File: src/psg_pkg.sv
// Purpose: shared constants and types for the six channel pwm generator
// Assumes: byte addressed register port with 8-bit address, 32-bit data
// Notes:   per-channel registers repeat every CH_STRIDE bytes
package psg_pkg;

  localparam int          NUM_CH_DOC   = 6;
  localparam int          DIV_W_DOC    = 16;
  localparam int          ADDR_W       = 8;
  localparam int          DATA_W       = 32;

  // per-channel register block
  localparam logic [7:0]  CH_STRIDE    = 8'h10;
  localparam logic [7:0]  OFS_CTRL     = 8'h00;
  localparam logic [7:0]  OFS_HIGH     = 8'h04;
  localparam logic [7:0]  OFS_LOW      = 8'h08;

  // global registers
  localparam logic [7:0]  ADDR_UPDATE  = 8'h60;
  localparam logic [7:0]  ADDR_PAIRINV = 8'h64;
  localparam logic [7:0]  ADDR_STATUS  = 8'h68;

  // control field positions
  localparam int          CTRL_EN      = 0;
  localparam int          CTRL_CONT    = 1;
  localparam int          CTRL_PLL     = 2;
  localparam int          CTRL_SYNC    = 3;
  localparam int          CTRL_W       = 4;

  // status field positions
  localparam int          STAT_OUT     = 0;
  localparam int          STAT_DONE    = 8;
  localparam int          STAT_ARM     = 16;

  // reset values
  localparam logic [3:0]  CTRL_RST     = 4'h0;
  localparam logic [15:0] DIV_RST      = 16'h0000;

  // channel states, gray along idle-high-low-wait-stop
  typedef enum logic [2:0]
  {
    ST_IDLE = 3'b000,
    ST_HIGH = 3'b001,
    ST_LOW  = 3'b011,
    ST_WAIT = 3'b010,
    ST_STOP = 3'b110
  } psg_state_t;

endpackage

File: src/psg_ch_if.sv
// Purpose: bundle between the register file and one pwm channel
// Assumes: all signals synchronous to clk
// Notes:   arm and release are single cycle pulses
`timescale 1ns/1ps
`default_nettype none
interface psg_ch_if #(parameter int DIV_W = 16);
  logic             en;
  logic             cont;
  logic             sel_pll;
  logic             sync;
  logic [DIV_W-1:0] shd_hi;
  logic [DIV_W-1:0] shd_lo;
  logic             tick_pll;
  logic             tick_xtal;
  logic             arm;
  logic             release_all;
  logic             out;
  logic             ready;
  logic             armed;
  logic             done;

  modport ctl (output en, cont, sel_pll, sync, shd_hi, shd_lo, tick_pll,
               tick_xtal, arm, release_all,
               input out, ready, armed, done);
  modport ch  (input en, cont, sel_pll, sync, shd_hi, shd_lo, tick_pll,
               tick_xtal, arm, release_all,
               output out, ready, armed, done);
endinterface
`default_nettype wire

File: src/psg_top.sv
// Purpose: six channel pwm generator with register port
// Assumes: pll_tick and xtal_tick are single cycle pulses in the clk domain
// Notes:   reads return data in the cycle after the read strobe only
//
// Functional notes
// Up to six channels run side by side, each with its own settings and pin.
// Each channel drives a two-level wave whose duty is set by software.
// Each channel times its phases by counting ticks of its chosen source.
// High and low phases each have their own 16-bit divider value.
// A channel either updates alone or joins a group update with others.
// A channel pair can be set so the odd pin is the inverse of the even pin; here the odd pin is held low while the even channel is off.
// Each channel repeats its wave or gives one pulse and then stops.
// The source is either the fast pll tick or the crystal-rate tick.
// A group update starts all members together at a period boundary.
// After reset every channel is off and its pin is low.
//
// The register offsets and the address-and-strobe port were decided locally.
`timescale 1ns/1ps
`default_nettype none
module psg_top
  import psg_pkg::*;
#(
  parameter int NUM_CH = NUM_CH_DOC,
  parameter int DIV_W  = DIV_W_DOC
)
(
  input  wire logic              clk,
  input  wire logic              rst,
  input  wire logic [ADDR_W-1:0] reg_addr,
  input  wire logic [DATA_W-1:0] reg_wdata,
  input  wire logic              reg_wr,
  input  wire logic              reg_rd,
  output var  logic [DATA_W-1:0] reg_rdata,
  input  wire logic              pll_tick,
  input  wire logic              xtal_tick,
  output var  logic [NUM_CH-1:0] pwm_out
);

  localparam int NPAIR = NUM_CH / 2;

  // refuse sizes the register map cannot hold
  if (NUM_CH < 2 || NUM_CH > NUM_CH_DOC)
    $error("psg_top: NUM_CH must be 2 to 6");
  if (DIV_W < 1 || DIV_W > DIV_W_DOC)
    $error("psg_top: DIV_W must be 1 to 16");

  //////////////////////////////////////////////////////////////////////////
  // decode helpers
  function automatic logic ch_hit(input logic [7:0] a, input int i,
                                  input logic [7:0] ofs);
    logic [7:0] base;
    base   = 8'(i) * CH_STRIDE;
    ch_hit = (a == base + ofs);
  endfunction

  function automatic logic [DATA_W-1:0] zext(input logic [DIV_W-1:0] v);
    zext = {{(DATA_W-DIV_W){1'b0}}, v};
  endfunction

  //////////////////////////////////////////////////////////////////////////
  // register file state
  logic [CTRL_W-1:0] ctrl_reg  [NUM_CH];
  logic [CTRL_W-1:0] ctrl_next [NUM_CH];
  logic [DIV_W-1:0]  hi_reg    [NUM_CH];
  logic [DIV_W-1:0]  hi_next   [NUM_CH];
  logic [DIV_W-1:0]  lo_reg    [NUM_CH];
  logic [DIV_W-1:0]  lo_next   [NUM_CH];
  logic [NPAIR-1:0]  inv_reg,   inv_next;
  logic [NUM_CH-1:0] arm_pulse_reg, arm_pulse_next;
  logic [DATA_W-1:0] rdata_reg, rdata_next;
  logic [NUM_CH-1:0] pin_reg,   pin_next;

  // channel feedback
  logic [NUM_CH-1:0] ch_out;
  logic [NUM_CH-1:0] ch_ready;
  logic [NUM_CH-1:0] ch_armed;
  logic [NUM_CH-1:0] ch_done;
  logic              release_all;

  //////////////////////////////////////////////////////////////////////////
  // channel instances
  for (genvar g = 0; g < NUM_CH; g++)
  begin : g_ch
    psg_ch_if #(.DIV_W(DIV_W)) chb ();

    assign chb.en          = ctrl_reg[g][CTRL_EN];
    assign chb.cont        = ctrl_reg[g][CTRL_CONT];
    assign chb.sel_pll     = ctrl_reg[g][CTRL_PLL];
    assign chb.sync        = ctrl_reg[g][CTRL_SYNC];
    assign chb.shd_hi      = hi_reg[g];
    assign chb.shd_lo      = lo_reg[g];
    assign chb.tick_pll    = pll_tick;
    assign chb.tick_xtal   = xtal_tick;
    assign chb.arm         = arm_pulse_reg[g];
    assign chb.release_all = release_all;
    assign ch_out[g]       = chb.out;
    assign ch_ready[g]     = chb.ready;
    assign ch_armed[g]     = chb.armed;
    assign ch_done[g]      = chb.done;

    psg_channel #(.DIV_W(DIV_W)) u_ch
    (
      .clk (clk),
      .rst (rst),
      .bus (chb)
    );
  end

  // group release once every armed channel sits at its period boundary
  assign release_all = (|ch_armed) && (&(ch_ready | ~ch_armed));

  //////////////////////////////////////////////////////////////////////////
  // register writes, read mux and pin mapping
  always_comb
  begin
    inv_next       = inv_reg;
    arm_pulse_next = '0;
    rdata_next     = '0;
    for (int i = 0; i < NUM_CH; i++)
    begin
      ctrl_next[i] = ctrl_reg[i];
      hi_next[i]   = hi_reg[i];
      lo_next[i]   = lo_reg[i];
      if (reg_wr && ch_hit(reg_addr, i, OFS_CTRL))
        ctrl_next[i] = reg_wdata[CTRL_W-1:0];
      if (reg_wr && ch_hit(reg_addr, i, OFS_HIGH))
        hi_next[i] = reg_wdata[DIV_W-1:0];
      if (reg_wr && ch_hit(reg_addr, i, OFS_LOW))
        lo_next[i] = reg_wdata[DIV_W-1:0];
      if (reg_rd && ch_hit(reg_addr, i, OFS_CTRL))
        rdata_next = {{(DATA_W-CTRL_W){1'b0}}, ctrl_reg[i]};
      if (reg_rd && ch_hit(reg_addr, i, OFS_HIGH))
        rdata_next = zext(hi_reg[i]);
      if (reg_rd && ch_hit(reg_addr, i, OFS_LOW))
        rdata_next = zext(lo_reg[i]);
    end
    // group update only arms channels set for sync mode
    if (reg_wr && reg_addr == ADDR_UPDATE)
      for (int i = 0; i < NUM_CH; i++)
        arm_pulse_next[i] = reg_wdata[i] && ctrl_reg[i][CTRL_SYNC];
    if (reg_wr && reg_addr == ADDR_PAIRINV)
      inv_next = reg_wdata[NPAIR-1:0];
    if (reg_rd && reg_addr == ADDR_PAIRINV)
      rdata_next = {{(DATA_W-NPAIR){1'b0}}, inv_reg};
    if (reg_rd && reg_addr == ADDR_STATUS)
    begin
      rdata_next[STAT_OUT +: NUM_CH]  = pin_reg;
      rdata_next[STAT_DONE +: NUM_CH] = ch_done;
      rdata_next[STAT_ARM +: NUM_CH]  = ch_armed;
    end
    // odd pin follows the inverted even pin while its pair is inverted and the even channel is enabled, low while that channel is off, else its own channel
    pin_next = ch_out;
    for (int k = 0; k < NPAIR; k++)
      if (inv_reg[k])
        pin_next[2*k+1] = ctrl_reg[2*k][CTRL_EN] && !ch_out[2*k];
  end

  // registers only
  always_ff @(posedge clk)
  begin
    if (rst)
    begin
      for (int i = 0; i < NUM_CH; i++)
      begin
        ctrl_reg[i] <= CTRL_RST;
        hi_reg[i]   <= DIV_RST[DIV_W-1:0];
        lo_reg[i]   <= DIV_RST[DIV_W-1:0];
      end
      inv_reg       <= '0;
      arm_pulse_reg <= '0;
      rdata_reg     <= '0;
      pin_reg       <= '0;
    end
    else
    begin
      for (int i = 0; i < NUM_CH; i++)
      begin
        ctrl_reg[i] <= ctrl_next[i];
        hi_reg[i]   <= hi_next[i];
        lo_reg[i]   <= lo_next[i];
      end
      inv_reg       <= inv_next;
      arm_pulse_reg <= arm_pulse_next;
      rdata_reg     <= rdata_next;
      pin_reg       <= pin_next;
    end
  end

  assign reg_rdata = rdata_reg;
  assign pwm_out   = pin_reg;

endmodule // psg_top
`default_nettype wire

File: src/psg_channel.sv
// Purpose: one pwm channel, high and low phases timed by separate dividers
// Assumes: tick inputs are one-cycle pulses of the two source clocks
// Notes:   a divider value d gives a phase of d+1 source ticks
`timescale 1ns/1ps
`default_nettype none
module psg_channel
  import psg_pkg::*;
#(
  parameter int DIV_W = 16
)
(
  input wire logic clk,
  input wire logic rst,
  psg_ch_if.ch     bus
);

  psg_state_t       state_reg, state_next;
  logic [DIV_W-1:0] cnt_reg,   cnt_next;
  logic [DIV_W-1:0] hi_reg,    hi_next;
  logic [DIV_W-1:0] lo_reg,    lo_next;
  logic             arm_reg,   arm_next;
  logic             out_reg,   out_next;
  logic             tick;

  //////////////////////////////////////////////////////////////////////////
  // next state: count ticks of the chosen source through each phase
  always_comb
  begin
    state_next = state_reg;
    cnt_next   = cnt_reg;
    hi_next    = hi_reg;
    lo_next    = lo_reg;
    arm_next   = arm_reg;
    tick       = bus.sel_pll ? bus.tick_pll : bus.tick_xtal;
    case (state_reg)
      ST_IDLE:
      begin
        arm_next = 1'b0;
        if (bus.en)
        begin
          hi_next    = bus.shd_hi;
          lo_next    = bus.shd_lo;
          cnt_next   = '0;
          state_next = ST_HIGH;
        end
      end
      ST_HIGH:
        if (tick)
        begin
          if (cnt_reg == hi_reg)
          begin
            cnt_next   = '0;
            state_next = ST_LOW;
          end
          else
            cnt_next = cnt_reg + 1'b1;
        end
      ST_LOW:
        if (tick)
        begin
          if (cnt_reg == lo_reg)
          begin
            cnt_next = '0;
            // period boundary: hold for a group update, stop, or go on
            if (arm_reg)
              state_next = ST_WAIT;
            else if (!bus.cont)
              state_next = ST_STOP;
            else
            begin
              if (!bus.sync)
              begin
                hi_next = bus.shd_hi;
                lo_next = bus.shd_lo;
              end
              state_next = ST_HIGH;
            end
          end
          else
            cnt_next = cnt_reg + 1'b1;
        end
      ST_WAIT, ST_STOP:
        if (bus.release_all && arm_reg)
        begin
          hi_next    = bus.shd_hi;
          lo_next    = bus.shd_lo;
          arm_next   = 1'b0;
          cnt_next   = '0;
          state_next = ST_HIGH;
        end
      default:
        state_next = ST_IDLE;
    endcase
    // a new arm beats the release of the same cycle
    if (bus.arm && bus.en)
      arm_next = 1'b1;
    if (!bus.en)
    begin
      state_next = ST_IDLE;
      cnt_next   = '0;
      arm_next   = 1'b0;
    end
    out_next = (state_next == ST_HIGH);
  end

  // registers only
  always_ff @(posedge clk)
  begin
    if (rst)
    begin
      state_reg <= ST_IDLE;
      cnt_reg   <= '0;
      hi_reg    <= DIV_RST[DIV_W-1:0];
      lo_reg    <= DIV_RST[DIV_W-1:0];
      arm_reg   <= 1'b0;
      out_reg   <= 1'b0;
    end
    else
    begin
      state_reg <= state_next;
      cnt_reg   <= cnt_next;
      hi_reg    <= hi_next;
      lo_reg    <= lo_next;
      arm_reg   <= arm_next;
      out_reg   <= out_next;
    end
  end

  assign bus.out   = out_reg;
  assign bus.armed = arm_reg;
  assign bus.ready = arm_reg && (state_reg == ST_WAIT || state_reg == ST_STOP);
  assign bus.done  = (state_reg == ST_STOP);

endmodule // psg_channel
`default_nettype wire

File: config.mk
export PLATFORM = sky130hd
export DESIGN_NAME = psg_top
export DESIGN_NICKNAME = d
export VERILOG_FILES = /design/src/psg_pkg.sv /design/src/psg_ch_if.sv /design/src/psg_top.sv /design/src/psg_channel.sv
export SDC_FILE = /design/constraint.sdc
export NUM_CORES = 1
export LEC_CHECK = 0
export BUFFER_PORTS_ARGS = -buffer_cell sky130_fd_sc_hd__buf_4
export CAP_MARGIN = 40
export CORE_ASPECT_RATIO = 2
export CORE_UTILIZATION = 40
export DETAILED_ROUTE_END_ITERATION = 10
export GPL_TIMING_DRIVEN = 0
export SLEW_MARGIN = 20
export SYNTH_ARGS = -nofsm -noshare
export SYNTH_HDL_FRONTEND = slang
export SYNTH_SLANG_ARGS = --single-unit
File: constraint.sdc
create_clock -name clk -period 2.73 [get_ports clk]
set_input_delay 0 -clock clk [delete_from_list [all_inputs] [get_ports clk]]
set_output_delay 0 -clock clk [all_outputs]
set_load 0.02 [all_outputs]
Yosys cells after proc, flatten, opt, wreduce, memory -nomap -nowiden

Memory sizes are Yosys's and may differ from the RTL's.
Cells that the tools add are included.
W data, S select, Z words.

Reduce and logical (&&, ||, !) cells: 137
Multiplexer cells: 274
Bitwise operators: 27
Eq/ne operators: 116
Add/subtract/negate cells: 6

Operators with widths:

| operator                | count |
|---|---|
| $mux W16                | 138 |
| $pmux W16 S3            | 12 |
| $mux W22                | 18 |
| $pmux W16 S4            | 6 |
| $eq A16 B16 Y1          | 12 |
| $mux W3                 | 48 |
| $add A16 B1 Y16 const B | 6 |
| $eq A8 B7 Y1 const B    | 9 |
| $ne A2 B1 Y1 const B    | 36 |
| $pmux W3 S4             | 6 |
| $logic_and A1 B1 Y1     | 68 |
| $mux W4                 | 13 |
| $eq A8 B6 Y1 const B    | 6 |
| $reduce_and A8 Y1       | 6 |
| $eq A3 B1 Y1 const B    | 12 |
| $eq A3 B2 Y1 const B    | 12 |
| $reduce_bool A3 Y1      | 12 |
| $reduce_or A2 Y1        | 14 |
| $eq A8 B5 Y1 const B    | 3 |
| $mux W1                 | 24 |
| $ne A2 B2 Y1 const B    | 12 |
| $reduce_and A4 Y1       | 6 |
| $reduce_bool A4 Y1      | 6 |
| $reduce_or A19 Y1       | 1 |
| 17 further kinds        | 74 |

RAM bits: 216
Bits in registers: 365
Output and inout port bits: 38
Bits of input ports: 46
Logic and storage cells: 605
Memories: 3

Memories:

| name     | depth | bits a word | read ports | clocked after Yosys merged registers in | write ports | RTL line      | RTL |
|---|---|---|---|---|---|---|---|
| hi_reg   | 6     | 16          | 6          | 0                                       | 6           | psg_top.sv:64 | `logic [DIV_W-1:0] hi_reg [NUM_CH];` |
| lo_reg   | 6     | 16          | 6          | 0                                       | 6           | psg_top.sv:66 | `logic [DIV_W-1:0] lo_reg [NUM_CH];` |
| ctrl_reg | 6     | 4           | 6          | 0                                       | 6           | psg_top.sv:62 | `logic [CTRL_W-1:0] ctrl_reg [NUM_CH];` |

Depth between registers and ports, before layout

Gate-level depths: netlist of run 1.

Depth in word-level cells: 22
Gate-level depth with buffers: 12

Modules after synthesis

A second synthesis of run 1 with hierarchy kept.

Cells, all modules: 3274
Area total of the unflattened synthesis: 27762.9 um^2

By module, submodules not included:

| module                          | sequential area each (um^2) | cells each | area an instance (um^2) | instances |
|---|---|---|---|---|
| psg_top                         | 5064.9                      | 1519       | 11383.4                 | 1 |
| psg_channel at g_ch[3].u_ch ... | 1061.0                      | 289        | 2725.1                  | 2 |
| psg_channel at g_ch[0].u_ch ... | 1061.0                      | 286        | 2723.9                  | 2 |
| psg_channel at g_ch[5].u_ch     | 1061.0                      | 305        | 2806.4                  | 1 |
| psg_channel at g_ch[2].u_ch     | 1061.0                      | 300        | 2675.1                  | 1 |

Worst setup path before layout of run 1

Ideal clock, no wire load.

Path type: reg2reg
From: register g_ch[3].u_ch.cnt_reg[3]
To: register g_ch[3].u_ch.hi_reg[3]
Path buffers: 2
Stages on the path, launching flop included: 10
Arrival time: 2.181 ns
Path slack: 0.422 ns
Path through: dfxtp_1 clkbuf_1 xnor2_1 nand4_1 nor4_4 nand3_2 o41ai_4 buf_6 mux2i_1 nor2_1

Word-level cells in the longest chain between the ends: 3

RTL lines:

| item                        | RTL line           | RTL |
|---|---|---|
| start, declared             | psg_channel.sv:18  | `logic [DIV_W-1:0] cnt_reg, cnt_next;` |
| start signal, assigned      | psg_channel.sv:121 | `cnt_reg <= cnt_next;` |
| $eq A16 B16 Y1              | psg_channel.sv:61  | `if (cnt_reg == lo_reg)` |
| $ne A2 B1 Y1 (no line)      | --                 |  |
| $reduce_and A8 Y1 (no line) | --                 |  |
| end signal, assigned        | psg_channel.sv:113 | `hi_reg <= DIV_RST[DIV_W-1:0];` |
| end signal, assigned        | psg_channel.sv:122 | `hi_reg <= hi_next;` |
| end, declared               | psg_channel.sv:19  | `logic [DIV_W-1:0] hi_reg, hi_next;` |

No other way between the ends.
A chain may end at the register's enable or synchronous reset.

Worst setup path in the final report of run 1

From: register g_ch[5].u_ch.arm_reg
To: register g_ch[4].u_ch.hi_reg[0]

Word-level cells in the longest chain between the ends: 7
Elaborated cells on any way between the ends: 9
Those cells by class: eq/ne (1); bitwise (2); reduce/logical (6)

RTL lines:

| item                                                     | RTL line                           | RTL |
|---|---|---|
| start, declared                                          | psg_channel.sv:21                  | `logic arm_reg, arm_next;` |
| start signal, assigned                                   | psg_channel.sv:124                 | `arm_reg <= arm_next;` |
| $logic_and A1 B1 Y1 / $not A6 Y6 (equally long branches) | psg_channel.sv:131, psg_top.sv:110 |  |
| $or A6 B6 Y6                                             | psg_top.sv:110                     | `assign release_all = (\|ch_armed) && (&(ch_ready \| ~ch_armed));` |
| $reduce_and A6 Y1                                        | psg_top.sv:110                     |  |
| $logic_and A1 B1 Y1 (*)                                  | psg_top.sv:110                     |  |
| $logic_and A1 B1 Y1 (*)                                  | psg_channel.sv:83                  | `if (bus.release_all && arm_reg)` |
| $ne A2 B1 Y1 (no line) (*)                               | --                                 |  |
| $reduce_and A8 Y1 (no line) (*)                          | --                                 |  |
| end signal, assigned                                     | psg_channel.sv:113                 |  |
| end signal, assigned                                     | psg_channel.sv:122                 |  |
| end, declared                                            | psg_channel.sv:19                  |  |

Mark *: on every way between the ends. The rest lies on a longest branch, timed or not.

==> impl_metrics.tcl, run 1 <==
set metrics [dict create \
    cts_sinks 571 \
    synth-simple-area-share_pct 22.1 \
    regToRegSetupSlack_ps 80 \
    start_kind "flip-flop" \
    ir_worst_vdd_mv 0.446 \
    skew_ps 26.4 \
    synth_mux_area_share_pct 8.25 \
    cp-endpoint "g_ch[4].u_ch.hi_reg[0]" \
    p_leak_nw 10.8 \
    synth_compound_area_share_pct 13.4 \
    drc 0 \
    routedWlPerCell_um 28.0 \
    cts-root-buf "clkbuf_16" \
    cp_cell_sequence "a22oi_2 -> buf_12 -> nand4_1 -> a21oi_1 -> a31oi_4 -> buf_2 -> mux2i_1 -> nor2_1" \
    max_freq_mhz 377 \
    die_y_um 365 \
    cap_violations 0 \
    layout_common_cells "568 x dfxtp_1, 552 x nand2_1, 350 x nor2_1" \
    antenna_found_initial 4 \
    finish.net_count 3377 \
    area_growth_syn_to_layout_pct 16.0 \
    worst_pin_slew_ps 889 \
    gp_congestion 1.05 \
    num_rows 132 \
    dp_cells 4101 \
    synth-adder-area-share_pct 0.285 \
    crit_fanout 10 \
    synth_area_um2 26300 \
    worstReg2RegStart "g_ch[5].u_ch.bus.armed" \
    drt_iter0_drc 2096 \
    instances_no_fill 4238 \
    cts_buffer_depth 3 \
    synth_top_family_by_area "simple AND/OR/NAND/NOR gates" \
    hpwl_um 89700 \
    port_buffers 49 \
    final-hold-violation-count 0 \
    cp.required_ps 3200 \
    status "finished clean" \
    synthCells 3156 \
    synth-main-ff-cell "dfxtp_1" \
    critPathSlowestCell "dfxtp_1" \
    ys_ff_latch 571 \
    finalWirelength_um 119000 \
    clk_pin_slew_ps 70 \
    utilization_pct 47.0 \
    synth.distinct_cells 88 \
    start_util_pct 40.5 \
    r2r_cells 8 \
    place_area_um2 28000 \
    setup_viol_count_final 0 \
    final_area_um2 30500 \
    cp.arrival_ps 3120 \
    period_needed_ps 2650 \
    clkLatencyLatePin_ps 620 \
    synth_edf_count 0 \
    crit_path_end_kind "flip-flop" \
    numCtsBuffers 53 \
    grt_max_degree 15 \
    gr-total-overflow 0 \
    drive_above_1_share_pct 9.52 \
    grt_pass1_vias 23800 \
    slew_headroom_pct 40.1 \
    seq_area_frac_synth_pct 43.4 \
    vias 24600 \
    reg2reg_to "g_ch[4].u_ch.hi_reg[0]" \
    cp_slowest_stage_delay_ps 720 \
    die_w_um 183 \
    dieArea_um2 66900 \
    hold_path.class "input port to flip-flop" \
    worst-setup-path-type "flip-flop to flip-flop" \
    p_per_area_nw_per_um2 552 \
    setup.worst_path.start "g_ch[5].u_ch.bus.armed" \
    antenna_left 0 \
    slew_violations 0 \
    grt_pass1_wl_um 167000 \
    yosys_warnings 0 \
    synthArstFlopShare_pct 0 \
    grt_usage_pct 35.3 \
    tritoncts "built" \
    h-tree-depth 2 \
    fin_crit_sh_pct 97.1 \
    syn_area_per_cell_um2 8.34 \
    ios 84 \
    synth_xor_area_share_pct 8.25 \
    via_per_inst 5.80 \
    dr.pass1.iters 6 \
    core-area_um2 64900 \
    layout_commonest_cell "dfxtp_1" \
]
synthesized netlist by cell type (16+ instances only):
cell	n	area [um^2]
a21oi_1	318	1590
a221oi_1	16	140
a22oi_1	31	233
and2_1	18	113
and3_1	47	294
buf_2	30	150
buf_4	17	128
clkbuf_1	155	582
dfxtp_1	571	11400
inv_1	20	75.1
mux2i_1	208	2080
nand2_1	553	2080
nand2b_1	19	119
nand3_1	85	425
nand4_1	63	394
nor2_1	352	1320
nor2b_1	30	188
nor4_1	32	200
o21ai_0	84	420
o22ai_1	27	169
xnor2_1	161	1410
xor2_1	87	762
cell type report:
class	instances	area, um^2
clock inverter	12	191
multi-input combinational	2350	14000
buffer	210	1070
clock buffer	81	1580
timing repair buffer	117	1080
inverter	22	82.6
sequential	571	11400
antenna	4	10.0
fill	6482	34400
tap	871	1090
kinds of logic after synthesis:
logic type,count (synthesis)
simple gates,1284
compound gates,586
flops,571
xor+xnor,248
buf+inv,244
mux,216
fa+ha+maj,6
other cells,1
power by group:
part	total [mW]	internal (mW)	leakage, nW	switching (mW)
Sequential	8.34	8.33	4.60	0.00784
Clock	7.82	4.44	0.871	3.38
Combinational	0.699	0.154	5.37	0.545
critical path: cells and delay by family (launching register included):
family	cells	cell delay (ps)
flip-flops	1	720
AO/OA/AOI/OAI	3	700
buffers and inverters	2	560
AND/OR/NAND/NOR	2	280
multiplexers	1	230
repair_timing:
action                     CTS  global route
setup endpoints to repair  290           254
gates cloned                 0             1
hold buffers                18             1
buffers inserted            12            11
resized for setup           24            34
hold endpoints to repair    61            10
pin swaps                    5             7
how the worst min path moves through the flow:
stage / to / depth (start not counted) / from / slack (ps)
final: lo_reg[1][15] / 5 / reg_addr[5] / 20
after CTS: lo_reg[1][15] / 5 / reg_addr[5] / 1
after global placement: lo_reg[4][7] / 3 / reg_wdata[7] / 290
after floorplan: lo_reg[4][14] / 2 / reg_wdata[14] / 140
after global routing: lo_reg[3][2] / 3 / reg_wdata[2] / 30
after detailed placement: hi_reg[4][7] / 3 / reg_wdata[7] / 290
layer usage:
layer / up-vias / wire length [um] / GRT usage [%]
met3: 490 / 7500 / 6.88
met2: 1083 / 57900 / 61.7
met5: - / 59 / 0
li1: 11200 / - / -
met1: 11800 / 39100 / 34.0
met4: 8 / 14100 / 35.0
metrics by stage:
stage | worst slack [ps] | hold WS, ps | power [mW] | setup TNS [ps]
floorplan | 422 | 136 | 8.78 | 0
global placement | -1200 | 292 | 9.12 | -159580
detailed placement | -757 | 292 | 9.15 | -130030
CTS | 4.25 | 1.49 | 16.8 | 0
global route | -1.60 | 30.1 | 17.2 | -2.74
finish | 79.9 | 16.8 | 16.9 | 0
No activity file was read; power rests on OpenSTA's default activity.
==> run 2: changes to the inputs <==
--- a/config.mk
+++ b/config.mk
@@ -7,10 +7,13 @@
 export LEC_CHECK = 0
 export BUFFER_PORTS_ARGS = -buffer_cell sky130_fd_sc_hd__buf_4
 export CAP_MARGIN = 40
+export CELL_PAD_IN_SITES_DETAIL_PLACEMENT = 1
+export CELL_PAD_IN_SITES_GLOBAL_PLACEMENT = 1
 export CORE_ASPECT_RATIO = 2
 export CORE_UTILIZATION = 40
 export DETAILED_ROUTE_END_ITERATION = 10
 export GPL_TIMING_DRIVEN = 0
+export PLACE_DENSITY_LB_ADDON = 0.1
 export SLEW_MARGIN = 20
 export SYNTH_ARGS = -nofsm -noshare
 export SYNTH_HDL_FRONTEND = slang
==> constraint.sdc (replaced) <==
create_clock -name clk -period 2.5 [get_ports clk]
set_input_delay 0 -clock clk [delete_from_list [all_inputs] [get_ports clk]]
set_output_delay 0 -clock clk [all_outputs]
set_load 0.02 [all_outputs]
==> impl_metrics.tcl, run 2 (synthesized netlist as in run 1, its figures left out) <==
set metrics [dict create \
    finish.net_count 3415 \
    area_growth_syn_to_layout_pct 20.2 \
    cp.required_ps 3030 \
    slew_headroom_pct 39.8 \
    fillerInstances 7639 \
    dr.pass1.iters 5 \
    seqCellArea_um2 11500 \
    cts_sinks 571 \
    layout_common_cells "550 x nand2_1, 532 x dfxtp_1, 345 x nor2_1" \
    status "finished, violations left" \
    worst_hold_path.endpoint "hi_reg[0][1]" \
    reg2reg_to "g_ch[0].u_ch.hi_reg[2]" \
    ios 84 \
    cts_buffer_depth 3 \
    gr-total-overflow 0 \
    antenna_left 0 \
    clkLatencyLatePin_ps 680 \
    grt_pass1_vias 26100 \
    max_freq_mhz 400 \
    antenna_found_initial 6 \
    violations "setup timing" \
    start_kind "flip-flop" \
    utilization_pct 48.7 \
    numCtsBuffers 55 \
    fin_tns_setup_ps -0.323 \
    clk_pin_slew_ps 70 \
    cp.arrival_ps 3030 \
    drive_above_1_share_pct 13.2 \
    worstReg2RegStart "g_ch[3].u_ch.state_reg[0]" \
    multiInputGateArea_um2 14200 \
    worst_pin_slew_ps 903 \
    drt_iter0_drc 1439 \
    gp_congestion 0.998 \
    num_rows 132 \
    routedWlPerCell_um 30.1 \
    whs_path_depth 5 \
    final-hold-violation-count 0 \
    grt_pass1_wl_um 181000 \
    worst-setup-path-type "flip-flop to flip-flop" \
    setup_viol_count_final 1 \
    hp-start "reg_addr[1]" \
    cap_violations 0 \
    tritoncts "built" \
    crit_path_end_kind "flip-flop" \
    fin_crit_sh_pct 100 \
    setup_ws_ps -0.323 \
    crit_fanout 8 \
    instances_no_fill 4282 \
    drc 0 \
    die_y_um 365 \
    ir_worst_vdd_mv 0.541 \
    die_w_um 183 \
    layout_commonest_cell "nand2_1" \
    r2r_cells 11 \
    setup.worst_path.start "g_ch[3].u_ch.state_reg[0]" \
    grt_usage_pct 38.1 \
    h-tree-depth 2 \
    port_buffers 49 \
    hold_path.class "input port to flip-flop" \
    p_per_area_nw_per_um2 603 \
    regToRegSetupSlack_ps -0.3 \
    p_leak_nw 11.3 \
    via_per_inst 5.86 \
    start_util_pct 40.5 \
    dieArea_um2 66900 \
    grt_max_degree 16 \
    hpwl_um 99300 \
    core-area_um2 64900 \
    power_mw 19.1 \
    finalWirelength_um 129000 \
    period_needed_ps 2500 \
    slew_violations 0 \
    cts-root-buf "clkbuf_16" \
    dp_slack_ps -1270 \
    skew_ps 21.6 \
    dp_cells 4106 \
    vias 25100 \
]
run 2: changes by cell type in the layout (fill, tap and decap cells not counted), sizes merged, moves of 3 or more:
cell / previous run / this run
dlygate4sd3: 19 / 22
inv: 21 / 25
buf: 156 / 196
clkbuf: 231 / 221
clkinv: 7 / 13
run 2: timing repair:
action,in CTS,in global routing
endpoints found under the setup margin,321,258
cloned,1,8
setup buffers,32,28
hold endpoints to repair,102,0
hold buffers,22,0
resized for setup,103,105
pin swaps,14,14
run 2: metrics by stage:
| step | area [um^2] | hold WS, ps |
|---|---|---|
| after floorplan | 26300 | 136 |
| after global placement | 27800 | 279 |
| after detailed placement | 28100 | 287 |
| after CTS | 30900 | 11.6 |
| after global routing | 31600 | 58.5 |
| final | 31600 | 36.7 |
run 2: worst max path at each step:
stage | to | slack, ps | cells after the start
floorplan | g_ch[3].u_ch.hi_reg[3] | 190 | 9
global placement | g_ch[5].u_ch.bus.armed | -2200 | 8
detailed placement | g_ch[5].u_ch.bus.armed | -1270 | 8
CTS | g_ch[2].u_ch.hi_reg[14] | -30 | 13
global route | g_ch[4].u_ch.cnt_reg[9] | -40 | 10
finish | g_ch[0].u_ch.hi_reg[2] | -0.3 | 11
run 2: cell type report:
type | count | area share [%]
Multi-Input combinational cell | 2350 | 45.0
Clock buffer | 76 | 5.01
Buffer | 199 | 3.77
Antenna cell | 3 | 0.0237
Clock inverter | 26 | 1.14
Tap cell | 871 | 3.45
Timing Repair Buffer | 164 | 4.98
Inverter | 22 | 0.261
Sequential cell | 571 | 36.3
run 2: worst max-delay path: stages, from the launching register on:
cell and delay [ps]:
dfxtp_4 370, nand2b_4 240, a22oi_2 270, buf_12 170, and3_4 200, buf_12 180
a22oi_2 120, o41ai_4 80, buf_6 260, buf_12 160, mux2i_2 230, nor2_1 60
run 2: power by group:
group          switching, mW  internal [mW]  total [mW]
sequential           0.00892           9.09        9.10
combinational          0.585          0.165       0.750
clock                   4.02           5.19        9.22
run 2: routing by layer:
layer	up-vias	routed length, um	global-route usage [%]
met3	505	5820	6.45
met2	877	64400	68.0
li1	11300	-	-
met4	4	16600	41.4
met1	12400	42000	35.0
met5	-	28	0
==> run 3: changes to the inputs <==
--- a/config.mk
+++ b/config.mk
@@ -5,15 +5,13 @@
 export SDC_FILE = /design/constraint.sdc
 export NUM_CORES = 1
 export LEC_CHECK = 0
+export ABC_AREA = 1
 export BUFFER_PORTS_ARGS = -buffer_cell sky130_fd_sc_hd__buf_4
 export CAP_MARGIN = 40
-export CELL_PAD_IN_SITES_DETAIL_PLACEMENT = 1
-export CELL_PAD_IN_SITES_GLOBAL_PLACEMENT = 1
 export CORE_ASPECT_RATIO = 2
 export CORE_UTILIZATION = 40
 export DETAILED_ROUTE_END_ITERATION = 10
 export GPL_TIMING_DRIVEN = 0
-export PLACE_DENSITY_LB_ADDON = 0.1
 export SLEW_MARGIN = 20
 export SYNTH_ARGS = -nofsm -noshare
 export SYNTH_HDL_FRONTEND = slang
==> impl_metrics.tcl, run 3 <==
set metrics [dict create \
    layout_common_cells "555 x dfxtp_1, 553 x nor2_1, 334 x a21oi_1" \
    start_kind "flip-flop" \
    cap_violations 0 \
    finish.net_count 3744 \
    core-area_um2 63900 \
    hpwl_um 80600 \
    slew_headroom_pct 19.8 \
    clk_pin_slew_ps 70 \
    routedWlPerCell_um 23.1 \
    cp.required_ps 3050 \
    yosys.area.top_type_share_pct 44.2 \
    synthCells 3476 \
    yosys_warnings 0 \
    synth_edf_count 0 \
    skew_ps 25.6 \
    fin_hold_ws_ps 48.3 \
    worst-setup-path-type "flip-flop to flip-flop" \
    grt_pass1_wl_um 150000 \
    layout_commonest_cell "dfxtp_1" \
    period_needed_ps 2490 \
    place_area_um2 27500 \
    area_growth_syn_to_layout_pct 21.4 \
    instances_no_fill 4537 \
    regToRegSetupSlack_ps 6 \
    tritoncts "built" \
    synth_area_um2 25900 \
    worst_hold_path.endpoint "hi_reg[5][0]" \
    dp_cells 4351 \
    drt_iter0_drc 1855 \
    worstReg2RegStart "g_ch[2].u_ch.bus.armed" \
    p_per_area_nw_per_um2 601 \
    fin_crit_sh_pct 99.8 \
    clkLatencyLatePin_ps 630 \
    yosys-top-cells-count "574 x nor2_1, 571 x dfxtp_1, 383 x o21ai_0" \
    final-hold-violation-count 0 \
    ys_ff_latch 571 \
    fillerInstances 6448 \
    antenna_left 0 \
    whs_path_depth 5 \
    die_w_um 182 \
    max_freq_mhz 401 \
    p_leak_nw 11.9 \
    hp-start "reg_addr[5]" \
    crit_fanout 5 \
    synth.distinct_cells 68 \
    worst_pin_slew_ps 1200 \
    syn_area_per_cell_um2 7.44 \
    reg2reg_to "g_ch[2].u_ch.lo_reg[4]" \
    synth.largest_area_cell "dfxtp_1" \
    r2r_cells 16 \
    setup.worst_path.start "g_ch[2].u_ch.bus.armed" \
    setup_viol_count_final 0 \
    grt_usage_pct 30.8 \
    die_y_um 362 \
    numCtsBuffers 54 \
    slew_violations 0 \
    dr.pass1.iters 7 \
    antenna_found_initial 0 \
    synthArstFlopShare_pct 0 \
    cts_buffer_depth 3 \
    ios 84 \
    power_mw 18.9 \
    grt_pass1_vias 24000 \
    grt_setup_unrepaired "yes" \
    finalWirelength_um 105000 \
    grt_max_degree 20 \
    yosysMostFrequentCell "nor2_1" \
    final_area_um2 31400 \
    cts_sinks 571 \
    status "finished clean" \
    cp.arrival_ps 3040 \
    ir_worst_vdd_mv 0.589 \
    dieArea_um2 65700 \
    vias 25000 \
    port_buffers 55 \
    synth-main-ff-cell "dfxtp_1" \
    num_rows 131 \
    drc 0 \
    start_util_pct 40.5 \
    drive_above_1_share_pct 14.3 \
    seq_area_frac_synth_pct 44.2 \
    hold_path.class "input port to flip-flop" \
    cts-root-buf "clkbuf_16" \
    h-tree-depth 2 \
    via_per_inst 5.51 \
    crit_path_end_kind "flip-flop" \
    gr-total-overflow 0 \
    setup_ws_ps 5.60 \
    synth_area_leaders "dfxtp_1 44%, nor2_1 8.3%, o21ai_0 7.4%, a21oi_1 6.5%, nand2_1 4.9%" \
    dp_slack_ps -1030 \
    gp_congestion 1.01 \
]
run 3: cell count changes after synthesis, moves of 29 or more:
cell and delta:
a211oi_1 +58, a22oi_1 -29, and3_1 -45, clkbuf_1 -32, inv_1 +300, mux2i_1 -208
nand2_1 -218, nor2_1 +222, nor2b_1 -30, nor3_1 +72, o21ai_0 +299, o21ai_1 +57
xnor2_1 -68
run 3: per-layer routing:
metal  share of wire (%)  vias to the layer above  track usage [%]
met5                   0                        -                0
met4                  10                        0             26.6
met2                  49                      869             54.9
li1                    -                    12000                -
met1                  36                    11700             32.0
met3                 4.8                      365             3.31
run 3: area by class of cell:
cell class                      count  area (um^2)  area share, %
Antenna cell                        2         5.00         0.0159
Buffer                            172         1020           3.26
Clock buffer                       72         1540           4.90
Clock inverter                     29          355           1.13
Inverter                          359         1410           4.47
Multi-Input combinational cell   2381        13200           41.9
Sequential cell                   571        11500           36.5
Tap cell                          798          998           3.18
Timing Repair Buffer              153         1460           4.65
run 3: how the worst max path moves through the flow:
stage                          endpoint  cells after the start  slack, ps
3_3_place_gp               reg_rdata[8]                     14      -1060
6_report         g_ch[2].u_ch.lo_reg[4]                     16          6
4_1_cts          g_ch[4].u_ch.lo_reg[0]                     14        -60
3_5_place_dp               reg_rdata[8]                     14      -1030
2_1_floorplan  g_ch[4].u_ch.cnt_reg[10]                     12        370
5_1_grt        g_ch[1].u_ch.cnt_reg[15]                     15       -130
run 3: worst max-delay path, cell delays in order (launching register included):
cell        delay [ps]
dfxtp_4            370
clkinvlp_4         220
nand4_1            190
nor3_2              70
nor4_4             190
buf_6              240
nand2_4             90
nand2_4             80
o21ai_2             50
inv_2              130
o21ai_4             80
nor2_4             150
buf_12             140
buf_6              100
buf_6              120
o21ai_0             70
nor2_1             120
run 3: kinds of logic after synthesis:
family	Yosys count	synth area share, %
other	1	0.0145
AOI/OAI and AO/OA	939	20.0
and+or+nand+nor	1243	20.8
buffers and inverters	537	8.58
adders and majority gates	6	0.290
xor gates and xnor gates	179	6.06
DFF	571	44.2
run 3: power by group:
| group | switching [mW] | internal, mW |
|---|---|---|
| registers | 0.0171 | 9.11 |
| clock network | 3.95 | 4.99 |
| logic | 0.607 | 0.209 |
run 3: metrics by stage:
step	util, %	TNS, ps
after floorplan	-	0
after global placement	42.7	-237370
after detailed placement	43.0	-129070
after CTS	46.8	-139
after global routing	49.1	-8680
final	49.1	0
run 3: timing repair:
action | 4_1_cts | 5_1_grt
cloned | 1 | 14
buffers inserted | 10 | 45
resized for setup | 85 | 300
pin swaps | 8 | 24
hold endpoints to repair | 69 | 0
hold buffers | 17 | 0
endpoints found under the setup margin | 307 | 268
